==> src/hw/ifc_consts.vh <==
/*
  Constants of the interrupt flag controller: register selects, bit
  positions, reset value, source order, vectors and edge codes.
  Assumes it is included by its bare name from the design file.
*/
`ifndef IFC_CONSTS_VH
`define IFC_CONSTS_VH

// ----------------------------------------
// register selects on the special register port
// ----------------------------------------
`define IFC_SEL_PRIM0 3'h0
`define IFC_SEL_PRIM1 3'h1
`define IFC_SEL_PRIM2 3'h2
`define IFC_SEL_GRP0 3'h3
`define IFC_SEL_GRP1 3'h4
`define IFC_SEL_GRP2 3'h5
`define IFC_SEL_EDGE 3'h6
`define IFC_RESET_VAL 8'h00

// ----------------------------------------
// bit positions
// ----------------------------------------
`define IFC_C0_GIE 0
`define IFC_C0_E0EN 1
`define IFC_C0_E1EN 2
`define IFC_C0_ACEN 3
`define IFC_C0_E0F 4
`define IFC_C0_E1F 5
`define IFC_C0_ACF 6
`define IFC_C1_TB0EN 0
`define IFC_C1_TB1EN 1
`define IFC_C1_MF0EN 2
`define IFC_C1_MF1EN 3
`define IFC_C1_TIME_BASE0_REQ_FLAG 4
`define IFC_C1_TIME_BASE1_REQ_FLAG 5
`define IFC_C1_GROUP0_REQ_FLAG 6
`define IFC_C1_GROUP1_REQ_FLAG 7
`define IFC_C2_MF2EN 0
`define IFC_C2_GROUP2_REQ_FLAG 4

// ----------------------------------------
// primary source index, highest priority first
// ----------------------------------------
`define IFC_SRC_EXT0 0
`define IFC_SRC_EXT1 1
`define IFC_SRC_AC 2
`define IFC_SRC_TB0 3
`define IFC_SRC_TB1 4
`define IFC_SRC_MF0 5
`define IFC_SRC_MF1 6
`define IFC_SRC_MF2 7

// ----------------------------------------
// vectors (placement is arbitrary)
// ----------------------------------------
`define IFC_PC_W 13
`define IFC_VEC_EXT0 13'h0004
`define IFC_VEC_EXT1 13'h0008
`define IFC_VEC_AC 13'h000C
`define IFC_VEC_TB0 13'h0010
`define IFC_VEC_TB1 13'h0014
`define IFC_VEC_MF0 13'h0018
`define IFC_VEC_MF1 13'h001C
`define IFC_VEC_MF2 13'h0020

// ----------------------------------------
// edge selector codes
// ----------------------------------------
`define IFC_EDGE_OFF 2'h0
`define IFC_EDGE_RISE 2'h1
`define IFC_EDGE_FALL 2'h2
`define IFC_EDGE_BOTH 2'h3

`endif

==> src/hw/ifc_core.v <==
/*
  Interrupt flag controller: request flags, enables, edge detection on two
  external pins, grouped requests, fixed priority arbitration, stack push
  and pop requests to the core, and wake-up from low-power modes.
  Assumes: event inputs are one-cycle pulses on clk; the core samples
  irq_accept with push_pc and vector_addr; pins are asynchronous.
*/
// Overview of operation
// - a source event sets its flag whatever the enables say, except a pin edge, which needs its pin enable.
// - a flag with its enable low stays recorded but causes no jump.
// - with the global enable low no source causes a jump.
// - on acceptance push next address and load the source vector.
// - return from interrupt pops the saved address from the stack.
// - acceptance clears the global enable, so no nesting occurs.
// - events while blocked still set their flags for later service.
// - a full stack holds off acceptance; the flag stays pending.
// - simultaneous enabled requests are resolved by fixed priority.
// - any flag becoming set wakes the device from sleep or idle.
// - a selected edge on an external pin sets that pin flag.
// - edge code 00 off, 01 rising, 10 falling, 11 both edges.
// - pin acts only with enable, pin-share routing and input direction.
// - servicing a pin interrupt clears its flag and the global enable.
// - a group flag sets when any grouped source request becomes set.
// - servicing a group clears only the group flag, not source flags.
// - primary register 0 layout: ac, pin1, pin0 flags, enables, global.
// - primary register 1 holds group1, group0, tb1, tb0 flags and enables.
// - primary register 2 holds group2 flag bit 4, enable bit 0.
// - group register 0 holds standard timer match flags and enables.
// - group register 1 holds low supply, eeprom, serial, adc flags, enables.
// - group register 2 holds compact timer flags bits 5,4, enables 1,0.
`timescale 1ns/1ns
`default_nettype none
`include "ifc_consts.vh"

module ifc_core (
  // clock and reset
  input wire clk,
  input wire rst_b,
  // special register port
  input wire [2:0] reg_sel,
  input wire reg_wr,
  input wire reg_rd,
  input wire [7:0] reg_wdata,
  output reg [7:0] reg_rdata,
  // core and stack
  input wire [`IFC_PC_W-1:0] pc_next,
  input wire instr_boundary,
  input wire stack_full,
  input wire return_from_interrupt,
  output reg irq_accept,
  output reg [`IFC_PC_W-1:0] push_pc,
  output reg [`IFC_PC_W-1:0] vector_addr,
  output reg stack_pop,
  output reg wake_up,
  // external pins and their routing
  input wire ext_irq_pin_zero,
  input wire ext_irq_pin_one,
  input wire [1:0] pin_share_sel,
  input wire [1:0] port_dir_input,
  // peripheral events, one-cycle pulses
  input wire autoconv_evt,
  input wire time_base0_evt,
  input wire time_base1_evt,
  input wire [3:0] std_timer_evt,
  input wire [3:0] misc_evt,
  input wire [1:0] compact_timer_evt
);

  // ----------------------------------------
  // state
  // ----------------------------------------
  reg global_irq_enable_q;
  reg [7:0] prim_flag_q;
  reg [7:0] prim_en_q;
  wire [3:0] grp0_flag_q;
  wire [3:0] grp0_en_q;
  wire [3:0] grp0_flag_d;
  wire grp0_hit;
  wire [3:0] grp1_flag_q;
  wire [3:0] grp1_en_q;
  wire [3:0] grp1_flag_d;
  wire grp1_hit;
  wire [1:0] grp2_flag_q;
  wire [1:0] grp2_en_q;
  wire [1:0] grp2_flag_d;
  wire grp2_hit;
  reg [3:0] ext_edge_select_reg_q;
  reg [1:0] pin_s1_q;
  reg [1:0] pin_s2_q;
  reg [1:0] pin_s3_q;

  reg global_irq_enable_d;
  reg [7:0] prim_flag_d;
  reg [7:0] prim_en_d;
  reg [7:0] prim_sw;
  reg [7:0] pick;
  reg [1:0] edge_hit;
  reg [1:0] esel;
  reg [`IFC_PC_W-1:0] vec_d;
  reg [7:0] rd_mux;
  integer i;
  integer j;

  wire wr_c0 = reg_wr & (reg_sel == `IFC_SEL_PRIM0);
  wire wr_c1 = reg_wr & (reg_sel == `IFC_SEL_PRIM1);
  wire wr_c2 = reg_wr & (reg_sel == `IFC_SEL_PRIM2);
  wire wr_g0 = reg_wr & (reg_sel == `IFC_SEL_GRP0);
  wire wr_g1 = reg_wr & (reg_sel == `IFC_SEL_GRP1);
  wire wr_g2 = reg_wr & (reg_sel == `IFC_SEL_GRP2);
  wire wr_ed = reg_wr & (reg_sel == `IFC_SEL_EDGE);

  // ----------------------------------------
  // external pins
  // ----------------------------------------
  // second and third stages feed edge detection; first stage is never tapped
  always @(posedge clk or negedge rst_b) begin
    if (!rst_b) begin
      pin_s1_q <= 2'h0;
      pin_s2_q <= 2'h0;
      pin_s3_q <= 2'h0;
    end else begin
      pin_s1_q <= {ext_irq_pin_one, ext_irq_pin_zero};
      pin_s2_q <= pin_s1_q;
      pin_s3_q <= pin_s2_q;
    end
  end

  wire [1:0] pin_rise = pin_s2_q & ~pin_s3_q;
  wire [1:0] pin_fall = ~pin_s2_q & pin_s3_q;
  wire [1:0] pin_ok = prim_en_q[1:0] & pin_share_sel & port_dir_input;

  always @* begin
    edge_hit = 2'h0;
    esel = 2'h0;
    for (i = 0; i < 2; i = i + 1) begin
      esel = ext_edge_select_reg_q[2*i +: 2];
      case (esel)
        `IFC_EDGE_RISE: edge_hit[i] = pin_ok[i] & pin_rise[i];
        `IFC_EDGE_FALL: edge_hit[i] = pin_ok[i] & pin_fall[i];
        `IFC_EDGE_BOTH: edge_hit[i] = pin_ok[i] & (pin_rise[i] | pin_fall[i]);
        default: edge_hit[i] = 1'b0;
      endcase
    end
  end

  // ----------------------------------------
  // grouped source flags
  // ----------------------------------------
  // hit comes from the next flag value, so the group flag sets on the same edge
  ifc_grp #(.W(4)) u_grp0 (.clk(clk), .rst_b(rst_b), .wr(wr_g0),
    .wdata(reg_wdata), .evt(std_timer_evt),
    .flag_q(grp0_flag_q), .en_q(grp0_en_q),
    .flag_d(grp0_flag_d), .hit(grp0_hit));

  ifc_grp #(.W(4)) u_grp1 (.clk(clk), .rst_b(rst_b), .wr(wr_g1),
    .wdata(reg_wdata), .evt(misc_evt),
    .flag_q(grp1_flag_q), .en_q(grp1_en_q),
    .flag_d(grp1_flag_d), .hit(grp1_hit));

  ifc_grp #(.W(2)) u_grp2 (.clk(clk), .rst_b(rst_b), .wr(wr_g2),
    .wdata(reg_wdata), .evt(compact_timer_evt),
    .flag_q(grp2_flag_q), .en_q(grp2_en_q),
    .flag_d(grp2_flag_d), .hit(grp2_hit));

  wire [7:0] prim_set = {grp2_hit, grp1_hit, grp0_hit, time_base1_evt,
    time_base0_evt, autoconv_evt, edge_hit};

  // ----------------------------------------
  // arbitration
  // ----------------------------------------
  wire [7:0] prim_req = prim_flag_q & prim_en_q;
  wire take = global_irq_enable_q & ~stack_full & instr_boundary & (|prim_req);

  always @* begin
    pick = 8'h00;
    for (j = 7; j >= 0; j = j - 1) begin
      if (prim_req[j]) begin
        pick = 8'h00;
        pick[j] = 1'b1;
      end
    end
  end

  always @* begin
    case (pick)
      8'h01: vec_d = `IFC_VEC_EXT0;
      8'h02: vec_d = `IFC_VEC_EXT1;
      8'h04: vec_d = `IFC_VEC_AC;
      8'h08: vec_d = `IFC_VEC_TB0;
      8'h10: vec_d = `IFC_VEC_TB1;
      8'h20: vec_d = `IFC_VEC_MF0;
      8'h40: vec_d = `IFC_VEC_MF1;
      8'h80: vec_d = `IFC_VEC_MF2;
      default: vec_d = vector_addr;
    endcase
  end

  // ----------------------------------------
  // primary flags and enables
  // ----------------------------------------
  always @* begin
    prim_sw = prim_flag_q;
    prim_en_d = prim_en_q;
    if (wr_c0) begin
      prim_sw[`IFC_SRC_EXT0] = reg_wdata[`IFC_C0_E0F];
      prim_sw[`IFC_SRC_EXT1] = reg_wdata[`IFC_C0_E1F];
      prim_sw[`IFC_SRC_AC] = reg_wdata[`IFC_C0_ACF];
      prim_en_d[`IFC_SRC_EXT0] = reg_wdata[`IFC_C0_E0EN];
      prim_en_d[`IFC_SRC_EXT1] = reg_wdata[`IFC_C0_E1EN];
      prim_en_d[`IFC_SRC_AC] = reg_wdata[`IFC_C0_ACEN];
    end
    if (wr_c1) begin
      prim_sw[`IFC_SRC_TB0] = reg_wdata[`IFC_C1_TIME_BASE0_REQ_FLAG];
      prim_sw[`IFC_SRC_TB1] = reg_wdata[`IFC_C1_TIME_BASE1_REQ_FLAG];
      prim_sw[`IFC_SRC_MF0] = reg_wdata[`IFC_C1_GROUP0_REQ_FLAG];
      prim_sw[`IFC_SRC_MF1] = reg_wdata[`IFC_C1_GROUP1_REQ_FLAG];
      prim_en_d[`IFC_SRC_TB0] = reg_wdata[`IFC_C1_TB0EN];
      prim_en_d[`IFC_SRC_TB1] = reg_wdata[`IFC_C1_TB1EN];
      prim_en_d[`IFC_SRC_MF0] = reg_wdata[`IFC_C1_MF0EN];
      prim_en_d[`IFC_SRC_MF1] = reg_wdata[`IFC_C1_MF1EN];
    end
    if (wr_c2) begin
      prim_sw[`IFC_SRC_MF2] = reg_wdata[`IFC_C2_GROUP2_REQ_FLAG];
      prim_en_d[`IFC_SRC_MF2] = reg_wdata[`IFC_C2_MF2EN];
    end
    // service clears only the chosen primary flag; set still wins
    prim_flag_d = (prim_sw & ~(take ? pick : 8'h00)) | prim_set;
    if (take) begin
      global_irq_enable_d = 1'b0;
    end else if (wr_c0) begin
      global_irq_enable_d = reg_wdata[`IFC_C0_GIE];
    end else begin
      global_irq_enable_d = global_irq_enable_q;
    end
  end

  // ----------------------------------------
  // register read image
  // ----------------------------------------
  always @* begin
    case (reg_sel)
      `IFC_SEL_PRIM0: rd_mux = {1'b0, prim_flag_q[2:0], prim_en_q[2:0],
        global_irq_enable_q};
      `IFC_SEL_PRIM1: rd_mux = {prim_flag_q[6:3], prim_en_q[6:3]};
      `IFC_SEL_PRIM2: rd_mux = {3'h0, prim_flag_q[7], 3'h0, prim_en_q[7]};
      `IFC_SEL_GRP0: rd_mux = {grp0_flag_q, grp0_en_q};
      `IFC_SEL_GRP1: rd_mux = {grp1_flag_q, grp1_en_q};
      `IFC_SEL_GRP2: rd_mux = {2'h0, grp2_flag_q, 2'h0, grp2_en_q};
      `IFC_SEL_EDGE: rd_mux = {4'h0, ext_edge_select_reg_q};
      default: rd_mux = 8'h00;
    endcase
  end

  // ----------------------------------------
  // registers
  // ----------------------------------------
  always @(posedge clk or negedge rst_b) begin
    if (!rst_b) begin
      global_irq_enable_q <= 1'b0;
      prim_flag_q <= `IFC_RESET_VAL;
      prim_en_q <= `IFC_RESET_VAL;
      ext_edge_select_reg_q <= 4'h0;
    end else begin
      global_irq_enable_q <= global_irq_enable_d;
      prim_flag_q <= prim_flag_d;
      prim_en_q <= prim_en_d;
      if (wr_ed) begin
        ext_edge_select_reg_q <= reg_wdata[3:0];
      end
    end
  end

  // ----------------------------------------
  // outputs to core and stack
  // ----------------------------------------
  // pc is captured with the accept so the core may move on afterwards
  always @(posedge clk or negedge rst_b) begin
    if (!rst_b) begin
      irq_accept <= 1'b0;
      push_pc <= {`IFC_PC_W{1'b0}};
      vector_addr <= {`IFC_PC_W{1'b0}};
      stack_pop <= 1'b0;
      wake_up <= 1'b0;
      reg_rdata <= 8'h00;
    end else begin
      irq_accept <= take;
      if (take) begin
        push_pc <= pc_next;
        vector_addr <= vec_d;
      end
      stack_pop <= return_from_interrupt;
      // a flag already set gives no new wake
      wake_up <= |(prim_flag_d & ~prim_flag_q)
        | |(grp0_flag_d & ~grp0_flag_q)
        | |(grp1_flag_d & ~grp1_flag_q)
        | |(grp2_flag_d & ~grp2_flag_q);
      if (reg_rd) begin
        reg_rdata <= rd_mux;
      end
    end
  end

endmodule

// ----------------------------------------
// one group of source flags with their enables
// ----------------------------------------
// flags sit in the upper nibble of a write, enables in the lower one
module ifc_grp #(
  parameter W = 4
) (
  // clock and reset
  input wire clk,
  input wire rst_b,
  // register write
  input wire wr,
  input wire [7:0] wdata,
  // source events, one-cycle pulses
  input wire [W-1:0] evt,
  // group state
  output reg [W-1:0] flag_q,
  output reg [W-1:0] en_q,
  output wire [W-1:0] flag_d,
  output wire hit
);

  wire [W-1:0] en_d = wr ? wdata[0 +: W] : en_q;

  // event wins over a software clear in the same cycle
  assign flag_d = (wr ? wdata[4 +: W] : flag_q) | evt;
  // a grouped request counts when flag and own enable newly meet
  assign hit = |(flag_d & en_d & ~(flag_q & en_q));

  always @(posedge clk or negedge rst_b) begin
    if (!rst_b) begin
      flag_q <= {W{1'b0}};
      en_q <= {W{1'b0}};
    end else begin
      flag_q <= flag_d;
      en_q <= en_d;
    end
  end

endmodule

`default_nettype wire

==> config.mk <==
export PLATFORM = sky130hd
export DESIGN_NAME = ifc_core
export DESIGN_NICKNAME = d
export VERILOG_FILES = /design/src/hw/ifc_core.v
export VERILOG_INCLUDE_DIRS = /design/src /design/src/hw
export SDC_FILE = /design/constraint.sdc
export NUM_CORES = 1
export LEC_CHECK = 0
export BUFFER_PORTS_ARGS = -buffer_cell sky130_fd_sc_hd__buf_2
export CORE_AREA = 2 2 122 124
export CTS_CLUSTER_DIAMETER = 150
export CTS_CLUSTER_SIZE = 20
export DETAILED_ROUTE_END_ITERATION = 8
export DIE_AREA = 0 0 124 126
export PLACE_DENSITY_LB_ADDON = 0.25
export SETUP_SLACK_MARGIN = 0.02
export SLEW_MARGIN = 25
export SYNTH_ARGS = -nofsm -noshare
export SYNTH_HDL_FRONTEND = slang
export SYNTH_HIERARCHICAL = 1
export SYNTH_SLANG_ARGS = --single-unit
==> constraint.sdc <==
create_clock -name clk -period 2.2 [get_ports clk]
set_input_delay 0.33 -clock clk [delete_from_list [all_inputs] [get_ports clk]]
set_output_delay 0.33 -clock clk [all_outputs]
set_load 0.005 [all_outputs]
==> results of run 1 <==
## layout make-up
type	instances	area [um2]	area share, %
clock buffer	11	243	4.53
timing repair buffer	115	718	13.4
inverter	19	71.3	1.33
sequential	75	1880	35.1
clock inverter	5	36.3	0.678
multi-input combinational	282	2180	40.7
tap	184	230	4.30
## worst max-delay path: stages
cell and delay, ps:
buf_2 130, buf_6 150, and3_4 200, buf_4 140
buf_4 130, a21oi_4 130, a2111oi_4 70, a31o_4 250
a2111oi_4 340, o2111ai_1 150, nor3_1 190, o221ai_1 140
## cells by family (layout without fill, tap and decap cells)
kind of cell,count (synthesis),count (layout),synth area share (%)
AOI/OAI and AO/OA,94,94,17.5
DFF,75,75,44.6
adders and majority gates,4,4,1.19
buffers and inverters,44,150,6.28
and+or+nand+nor,127,127,15.2
muxes,48,48,15.2
other,1,9,0.0891
## timing repair
item,CTS,global route
resized for setup,2,14
endpoints found under the setup margin,1,1
pin swaps,0,7
buffers inserted,0,4
hold endpoints to repair,35,0
hold buffers,1,0
## synthesized netlist by cell type (3+ instances only)
library cell | count | area share, %
mux2_2 | 14 | 3.7
mux2i_1 | 11 | 2.6
nor3_1 | 5 | 0.59
a211oi_2 | 4 | 1.2
nand4_1 | 3 | 0.45
inv_1 | 17 | 1.5
o211ai_1 | 3 | 0.54
a21oi_1 | 19 | 2.3
ha_1 | 4 | 1.2
buf_2 | 4 | 0.48
o22ai_1 | 8 | 1.2
a21oi_2 | 3 | 0.62
buf_6 | 5 | 1.3
nand2_1 | 40 | 3.6
buf_4 | 9 | 1.6
a211o_1 | 11 | 2.3
o21ai_0 | 11 | 1.3
a2111oi_0 | 3 | 0.62
clkbuf_1 | 3 | 0.27
nand2b_1 | 5 | 0.74
a221oi_1 | 4 | 0.83
dfrtp_1 | 75 | 45
mux2_4 | 20 | 7.1
nand3_1 | 10 | 1.2
nor2b_1 | 22 | 3.3
nor2_1 | 28 | 2.5
o21bai_1 | 6 | 1.1
## per-stage QoR
stage,worst slack (ps),power (mW)
2_1_floorplan,-154,2.67
3_3_place_gp,-280,3.19
3_5_place_dp,-388,3.22
4_1_cts,37.0,4.63
5_1_grt,-51.2,4.90
6_report,48.4,4.60
## how the worst max path moves through the flow
stage	slack [ps]	to	from	cells past startpoint
after floorplan	-150	wake_up$_DFF_PN0_	reg_sel[1]	11
after global placement	-280	wake_up$_DFF_PN0_	reg_sel[2]	10
after detailed placement	-390	wake_up$_DFF_PN0_	reg_sel[2]	10
after CTS	40	wake_up$_DFF_PN0_	reg_sel[0]	13
after global routing	-50	wake_up$_DFF_PN0_	reg_sel[1]	11
final	50	wake_up$_DFF_PN0_	reg_sel[0]	12
## sequential cells by signal (all words and copies together) (netlist names), 4 cells and up
name	cells
ext_edge_select_reg_q	4
prim_en_q	8
prim_flag_q	8
push_pc	13
reg_rdata	8
u_grp0/en_q	4
u_grp0/flag_q	4
u_grp1/en_q	4
u_grp1/flag_q	4
vector_addr	4
## routing by layer
| metal | vias to the layer above | share of wire, % |
|---|---|---|
| met5 | - | 0 |
| met4 | 0 | 2.3 |
| met3 | 15 | 4.5 |
| met2 | 87 | 47 |
| met1 | 1697 | 46 |
| li1 | 1612 | - |
## where the power goes
part           internal (mW)  total (mW)  switching [mW]
clock network          0.796        1.38           0.584
logic                  0.702        1.27           0.566
registers               1.69        1.95           0.264
total                   3.19        4.60            1.41
==> impl_metrics.yaml, run 1 <==
clock_tree:
  cts_tree: "done"
  cts.sinks: 75
  cts_buffer_depth: 2
  insertion_delay_ps: 340
  cts_root_buf: "clkbuf_16"
  path_clk_slew_ps: 60
  cts_buffers: 9
  h-tree-depth: 3
timing:
  rsz0062_at_grt: "true"
  hold_viol: 0
  setup_viol: 0
  post-route-period-util_pct: 97.8
  worstMarginPinSlew_ps: 524
  maxSlewViolCount: 0
  holdWs_ps: 94.3
  tns_ps: 0
  max_slew_margin_pct: 65.0
  min_period_ps: 2150
  fin_skew_ps: 7.32
  max_freq_mhz: 465
placed_design:
  dp.cells: 670
  numPortBuffers: 77
  placed_area_um2: 4970
  dp_hpwl_mm: 9.12
  gp_congestion: 0.883
cells_and_area:
  final_cell_mix: "dfrtp_1, buf_2, nand2_1"
  layout-drive-gt1-share_pct: 39.3
  diodes: 0
  fill_cells: 1437
  syn2layout_area_growth_pct: 27.3
  stdcell_area_um2: 5350
  stdcell_count: 691
  final_core_util_pct: 37.4
  final_net_count: 556
setup_path:
  worstRegToRegCells: 7
  r2r-end: "wake_up$_DFF_PN0_"
  start_kind: "primary input"
  setup.worst_path.end_class: "flip-flop"
  arrival_ps: 2350
  rr_startpoint: "u_grp2/flag_q[1]$_DFF_PN0_"
  worstSetupPathType: "primary input to flip-flop"
  worstPathRequired_ps: 2390
  r2r_slack_ps: 100
  crit_fanout: 9
hold_path:
  min_path_cells: 1
  hold_path.startpoint: "ext_irq_pin_one"
  min_path_type: "primary input to flip-flop"
  holdPathEnd: "pin_s1_q[1]$_DFF_PN0_"
global_route:
  grt_max_degree: 41
  grt_util_met1_pct: 22.2
  overflow: 0
  grt_pass1_vias: 3337
  top_usage_layer: "met2"
  track_usage_pct: 15.9
  antenna_found_initial: 0
  grt_use_met3_pct: 3.03
  grt_pass1_wl_mm: 18.4
  gr-usage-met2_pct: 24.5
detailed_routing:
  drt_iter0_markers: 206
  wl_per_cell_um: 17.5
  drc: 0
  vias_per_cell: 4.94
  drt.antenna.violating_nets: 0
  drt-pass1-iter-count: 4
  wirelength_mm: 12.1
  vias: 3411
logic_synthesis:
  synth_area_um2: 4210
  yosysSeqAreaShare_pct: 44.6
  synthCells: 393
  synthArstFlopShare_pct: 100
  synth.avg_cell_area_um2: 10.7
  ys.flop_type: "dfrtp_1"
  ys_warn_count: 6
  synth_edf_count: 0
  yosys_register_bits: 75
  ys_types: 61
floorplan:
  core_area_um2: 14300
  dieWidth_um: 124
  rows: 44
  start_util_pct: 29.4
  fp.dieH_um: 126
  die-area_um2: 15600
  pin_count: 87
power:
  max-vdd-ir-drop_v: 0.000367
  power_density_nw_per_um2: 859
  leakagePower_nw: 2.39
job:
  maxCapViolations: 0
outcome:
  outcome: "complete, no violations"
No activity file was read; power rests on OpenSTA's default activity.
==> inputs of run 2 (changes only) <==
--- a/config.mk
+++ b/config.mk
@@ -13,6 +13,7 @@
 export DETAILED_ROUTE_END_ITERATION = 8
 export DIE_AREA = 0 0 124 126
 export PLACE_DENSITY_LB_ADDON = 0.25
+export REMOVE_ABC_BUFFERS = 1
 export SETUP_SLACK_MARGIN = 0.02
 export SLEW_MARGIN = 25
 export SYNTH_ARGS = -nofsm -noshare
==> run 2 against run 1 <==
Compared with the run above:
- clock skew up 0.74 ps
- first-iteration DRC count is 15% higher
- global-route usage rose by 0.69 points
- combinational power about the same
- register-to-register slack barely moved
- worst hold slack lost 6.8 ps
- non-clock buffer count rose by 13
- wire length up 5.1%
- maximum frequency is 1.1% higher
- core utilization grew 0.83 points
- final cell count up 2.0%
- largest power group unchanged
==> impl_metrics.yaml, run 2 (synthesis results as in run 1) <==
outcome:
  outcome: "complete, no violations"
floorplan:
  start_util_pct: 29.4
  rows: 44
  fp.dieH_um: 126
  pin_count: 87
  die-area_um2: 15600
  dieWidth_um: 124
  core_area_um2: 14300
clock_tree:
  insertion_delay_ps: 340
  cts_root_buf: "clkbuf_16"
  cts_tree: "done"
  cts_buffer_depth: 2
  cts.sinks: 75
  h-tree-depth: 3
  path_clk_slew_ps: 60
  cts_buffers: 9
cells_and_area:
  syn2layout_area_growth_pct: 30.1
  regMostFlops: "push_pc"
  final_cell_mix: "dfrtp_1, buf_2, buf_4"
  final_net_count: 570
  fill_cells: 1472
  final_core_util_pct: 38.2
  layout-drive-gt1-share_pct: 41.7
  largest_reg_flops: 13
  diodes: 0
  stdcell_area_um2: 5470
power:
  sequentialPowerShare_pct: 41.9
  leakagePower_nw: 2.46
  max-vdd-ir-drop_v: 0.000387
  p_total_mw: 4.65
  switchingPower_mw: 1.44
  p_int_mw: 3.21
  power_frac_comb_pct: 28.0
  clkPwrFrac_pct: 30.0
  p_sw_share_pct: 31.0
  power_density_nw_per_um2: 850
setup_path:
  start_kind: "primary input"
  worstPathRequired_ps: 2400
  worstSetupPathType: "primary input to flip-flop"
  arrival_ps: 2330
  crit_fanout: 6
  setup.worst_path.end_class: "flip-flop"
timing:
  finalWorstSetupSlack_ps: 71.9
  hold_viol: 0
  fin_skew_ps: 8.06
  tns_ps: 0
  post-route-period-util_pct: 96.7
  setup_viol: 0
  rsz0062_at_grt: "false"
  worstMarginPinSlew_ps: 468
  maxSlewViolCount: 0
  max_freq_mhz: 470
  min_period_ps: 2130
  max_slew_margin_pct: 68.0
hold_path:
  min_path_type: "primary input to flip-flop"
detailed_routing:
  drt-pass1-iter-count: 5
  drt_iter0_markers: 237
  wl_per_cell_um: 18.0
  drc: 0
  drt.antenna.violating_nets: 0
  vias_per_cell: 5.01
  wirelength_mm: 12.7
  vias: 3530
placed_design:
  pre_cts_slack_ps: -534
  gp_congestion: 0.872
  dp_hpwl_mm: 9.59
  numPortBuffers: 77
  placed_area_um2: 4990
global_route:
  overflow: 0
  grt_pass1_vias: 3495
  grt_max_degree: 42
  antenna_found_initial: 0
  grt_pass1_wl_mm: 19.2
  track_usage_pct: 16.6
job:
  maxCapViolations: 0
==> run 2: cell types whose count changed in the layout (fill, tap and decap cells not counted), sizes merged <==
cell and delta:
clkinv +1, buf +13, clkinvlp -1, nor2 +1
==> run 2: metal layers <==
layer	GRT usage [%]	part of all wire (%)
met3	3.31	6.2
met1	23.0	45
met2	25.1	46
met5	0	0
met4	7.27	2.6
==> run 2: power groups by stage <==
| stage | Combinational, mW | Clock, mW | Sequential [mW] |
|---|---|---|---|
| floorplan | 0.693 | 0 | 1.92 |
| global placement | 1.24 | 0 | 1.96 |
| detailed placement | 1.25 | 0 | 1.97 |
| CTS | 1.28 | 1.44 | 1.95 |
| global route | 1.43 | 1.51 | 2.00 |
| finish | 1.30 | 1.40 | 1.95 |
==> run 2: metrics by stage <==
stage / hold slack, ps / instances
CTS: 79.6 / 697
finish: 87.5 / 705
global route: 72.5 / 705
floorplan: 34.4 / 376
detailed placement: 234 / 676
global placement: 231 / 676
==> run 2: cell type report <==
| type | instances | area (um2) | share of cell area (%) |
|---|---|---|---|
| multi-input cells | 283 | 2190 | 40.1 |
| flip-flops and latches | 75 | 1880 | 34.3 |
| repair buffers | 128 | 820 | 15.0 |
| clock buffers | 11 | 243 | 4.44 |
| well taps | 184 | 230 | 4.21 |
| inverters | 19 | 71.3 | 1.30 |
| clock inverters | 5 | 37.5 | 0.686 |
==> run 2: final timing paths <==
check / cells after the start / slack [ps] / to / start
setup / recovery: 14 / 70 / wake_up$_DFF_PN0_ / reg_sel[0]
hold / removal: 1 / 90 / pin_s1_q[1]$_DFF_PN0_ / ext_irq_pin_one
setup reg to reg: 7 / 100 / wake_up$_DFF_PN0_ / u_grp2/flag_q[1]$_DFF_PN0_
hold reg to reg: 0 / 350 / pin_s2_q[0]$_DFF_PN0_ / pin_s1_q[0]$_DFF_PN0_
max in group asynchronous: 3 / 1250 / prim_flag_q[1]$_DFF_PN0_ / rst_b
min in group asynchronous: 2 / 410 / u_grp2/en_q[0]$_DFF_PN0_ / rst_b
==> run 2: what timing repair did <==
item | CTS | global route
cloned | 0 | 1
resized for setup | 15 | 13
pin swaps | 6 | 8
setup buffers | 4 | 7
hold buffers | 1 | 0
endpoints found under the setup margin | 1 | 1
endpoints found under the hold margin | 17 | 0
==> run 2: critical path: stages <==
cell and delay (ps):
buf_2 120, buf_4 150, nor2b_4 110, and2_4 190, buf_4 120, inv_2 40, o221ai_2 150, a2bb2oi_2 140
nand3_1 110, nor2b_4 150, a2111oi_4 180, o2111ai_1 180, nor3_1 200, o221ai_1 140
==> inputs of run 3 (changes only) <==
--- a/config.mk
+++ b/config.mk
@@ -13,6 +13,7 @@
 export DETAILED_ROUTE_END_ITERATION = 8
 export DIE_AREA = 0 0 124 126
 export PLACE_DENSITY_LB_ADDON = 0.25
+export RECOVER_POWER = 50
 export REMOVE_ABC_BUFFERS = 1
 export SETUP_SLACK_MARGIN = 0.02
 export SLEW_MARGIN = 25
==> run 3 against run 2 <==
Compared with the run above:
- power is essentially flat
- largest cell class unchanged
- register-to-register slack is essentially flat
- highest routed layer unchanged
- sequential share of layout area grew 0.079 points
- largest power group unchanged
==> impl_metrics.yaml, run 3 (synthesis results as in run 1) <==
outcome:
  outcome: "complete, no violations"
floorplan:
  fp.dieH_um: 126
  start_util_pct: 29.4
  die-area_um2: 15600
  dieWidth_um: 124
  rows: 44
  pin_count: 87
  core_area_um2: 14300
setup_path:
  worstSetupPathType: "primary input to flip-flop"
  rr_startpoint: "u_grp2/flag_q[1]$_DFF_PN0_"
  arrival_ps: 2320
  cpPeakStageDelay_ps: 320
  setup.worst_path.end_class: "flip-flop"
  worstPathRequired_ps: 2400
  cpMaxStageDelayCell: "a2111oi_4"
  crit_top_cell: "buf_6"
  crit_chain: "buf_6 > buf_6 > nor2b_4 > and2_4 > buf_6 > buf_6 > a211o_1 > nor2b_4 > a2111oi_4 > o2111ai_1 > nor3_1 > o221ai_1"
  r2r_slack_ps: 100
  crit_fanout: 6
  r2r-end: "wake_up$_DFF_PN0_"
  start_kind: "primary input"
  worstRegToRegCells: 7
job:
  maxCapViolations: 0
cells_and_area:
  final_cell_mix: "dfrtp_1, buf_2, buf_4"
  syn2layout_area_growth_pct: 29.8
  seqCellArea_um2: 1880
  diodes: 0
  multi_input_area_um2: 2190
  regMostFlops: "push_pc"
  stdcell_count: 705
  largest_reg_flops: 13
  stdcell_area_um2: 5460
  final_net_count: 570
  fill_cells: 1475
  layout-drive-gt1-share_pct: 41.1
timing:
  worstMarginPinSlew_ps: 1150
  holdWs_ps: 87.7
  fin_skew_ps: 7.62
  post-route-period-util_pct: 96.3
  max_freq_mhz: 472
  setup_viol: 0
  min_period_ps: 2120
  hold_viol: 0
  maxSlewViolCount: 0
  rsz0062_at_grt: "false"
  max_slew_margin_pct: 23.1
clock_tree:
  cts.sinks: 75
  cts_root_buf: "clkbuf_16"
  cts_tree: "done"
  path_clk_slew_ps: 60
  h-tree-depth: 3
  cts_buffer_depth: 2
  cts_buffers: 9
  insertion_delay_ps: 340
detailed_routing:
  wl_met1_mm: 5.82
  drt_iter0_markers: 207
  wl_met3_um: 748
  drt-pass1-iter-count: 5
  drt.antenna.violating_nets: 0
  vias: 3506
  maxUsedRoutingLayer: "met4"
  wl_per_cell_um: 18.0
  vias_per_cell: 4.97
  drc: 0
  wirelength_mm: 12.7
  wl_met2_mm: 5.89
global_route:
  overflow: 0
  grt_pass1_vias: 3495
  grt_pass1_wl_mm: 19.2
  antenna_found_initial: 0
  track_usage_pct: 16.6
  grt_max_degree: 42
power:
  leakagePower_nw: 2.46
  p_total_mw: 4.65
  power_density_nw_per_um2: 852
  max-vdd-ir-drop_v: 0.000386
placed_design:
  placed_area_um2: 4990
  dp_hpwl_mm: 9.59
  gp_congestion: 0.872
  dp.cells: 676
  numPortBuffers: 77
hold_path:
  min_path_type: "primary input to flip-flop"
  holdPathEnd: "pin_s1_q[1]$_DFF_PN0_"
  min_path_cells: 1
  hold_path.startpoint: "ext_irq_pin_one"
run 3: worst max-delay path by stage:
stage                     slack [ps]  startpoint                end
after floorplan                 -490  reg_sel[2]  wake_up$_DFF_PN0_
after global placement          -500  reg_sel[2]  wake_up$_DFF_PN0_
after detailed placement        -530  reg_sel[2]  wake_up$_DFF_PN0_
after CTS                         40  reg_sel[2]  wake_up$_DFF_PN0_
after global routing               3  reg_sel[0]  wake_up$_DFF_PN0_
final                             80  reg_sel[2]  wake_up$_DFF_PN0_
run 3: final cells by class:
type	count	area share [%]
multi-input combinational	283	40.1
sequential	75	34.4
timing repair buffer	128	14.8
clock buffer	11	4.45
tap	184	4.22
inverter	19	1.31
clock inverter	5	0.687
run 3: power breakdown:
part	internal (mW)	leakage, nW	switching, mW
Sequential	1.69	0.857	0.263
Clock	0.798	0.132	0.601
Combinational	0.721	1.47	0.581
run 3: what timing repair did:
action,CTS,global route
setup buffers,4,7
hold buffers,1,0
resized for setup,15,13
gates cloned,0,1
endpoints found under the setup margin,1,1
hold endpoints to repair,17,0
pin swaps,6,8
run 3: metal layers:
| metal | vias to the layer above | GRT usage (%) |
|---|---|---|
| met1 | 1732 | 23.0 |
| met3 | 16 | 3.31 |
| li1 | 1644 | - |
| met5 | - | 0 |
| met2 | 114 | 25.1 |
| met4 | 0 | 7.27 |
run 3: critical path: cells and delay by family:
| family | cells | cell delay (ps) |
|---|---|---|
| AOI/OAI and AO/OA | 4 | 940 |
| buffers and inverters | 4 | 430 |
| and+or+nand+nor | 4 | 620 |
run 3: through the flow:
stage | utilization, % | setup TNS [ps] | setup slack [ps]
finish | 38.1 | 0 | 81.0
global route | 38.1 | 0 | 3.47
CTS | 37.4 | 0 | 35.8
detailed placement | 34.8 | -534 | -534
global placement | 34.8 | -498 | -498
floorplan | - | -487 | -487
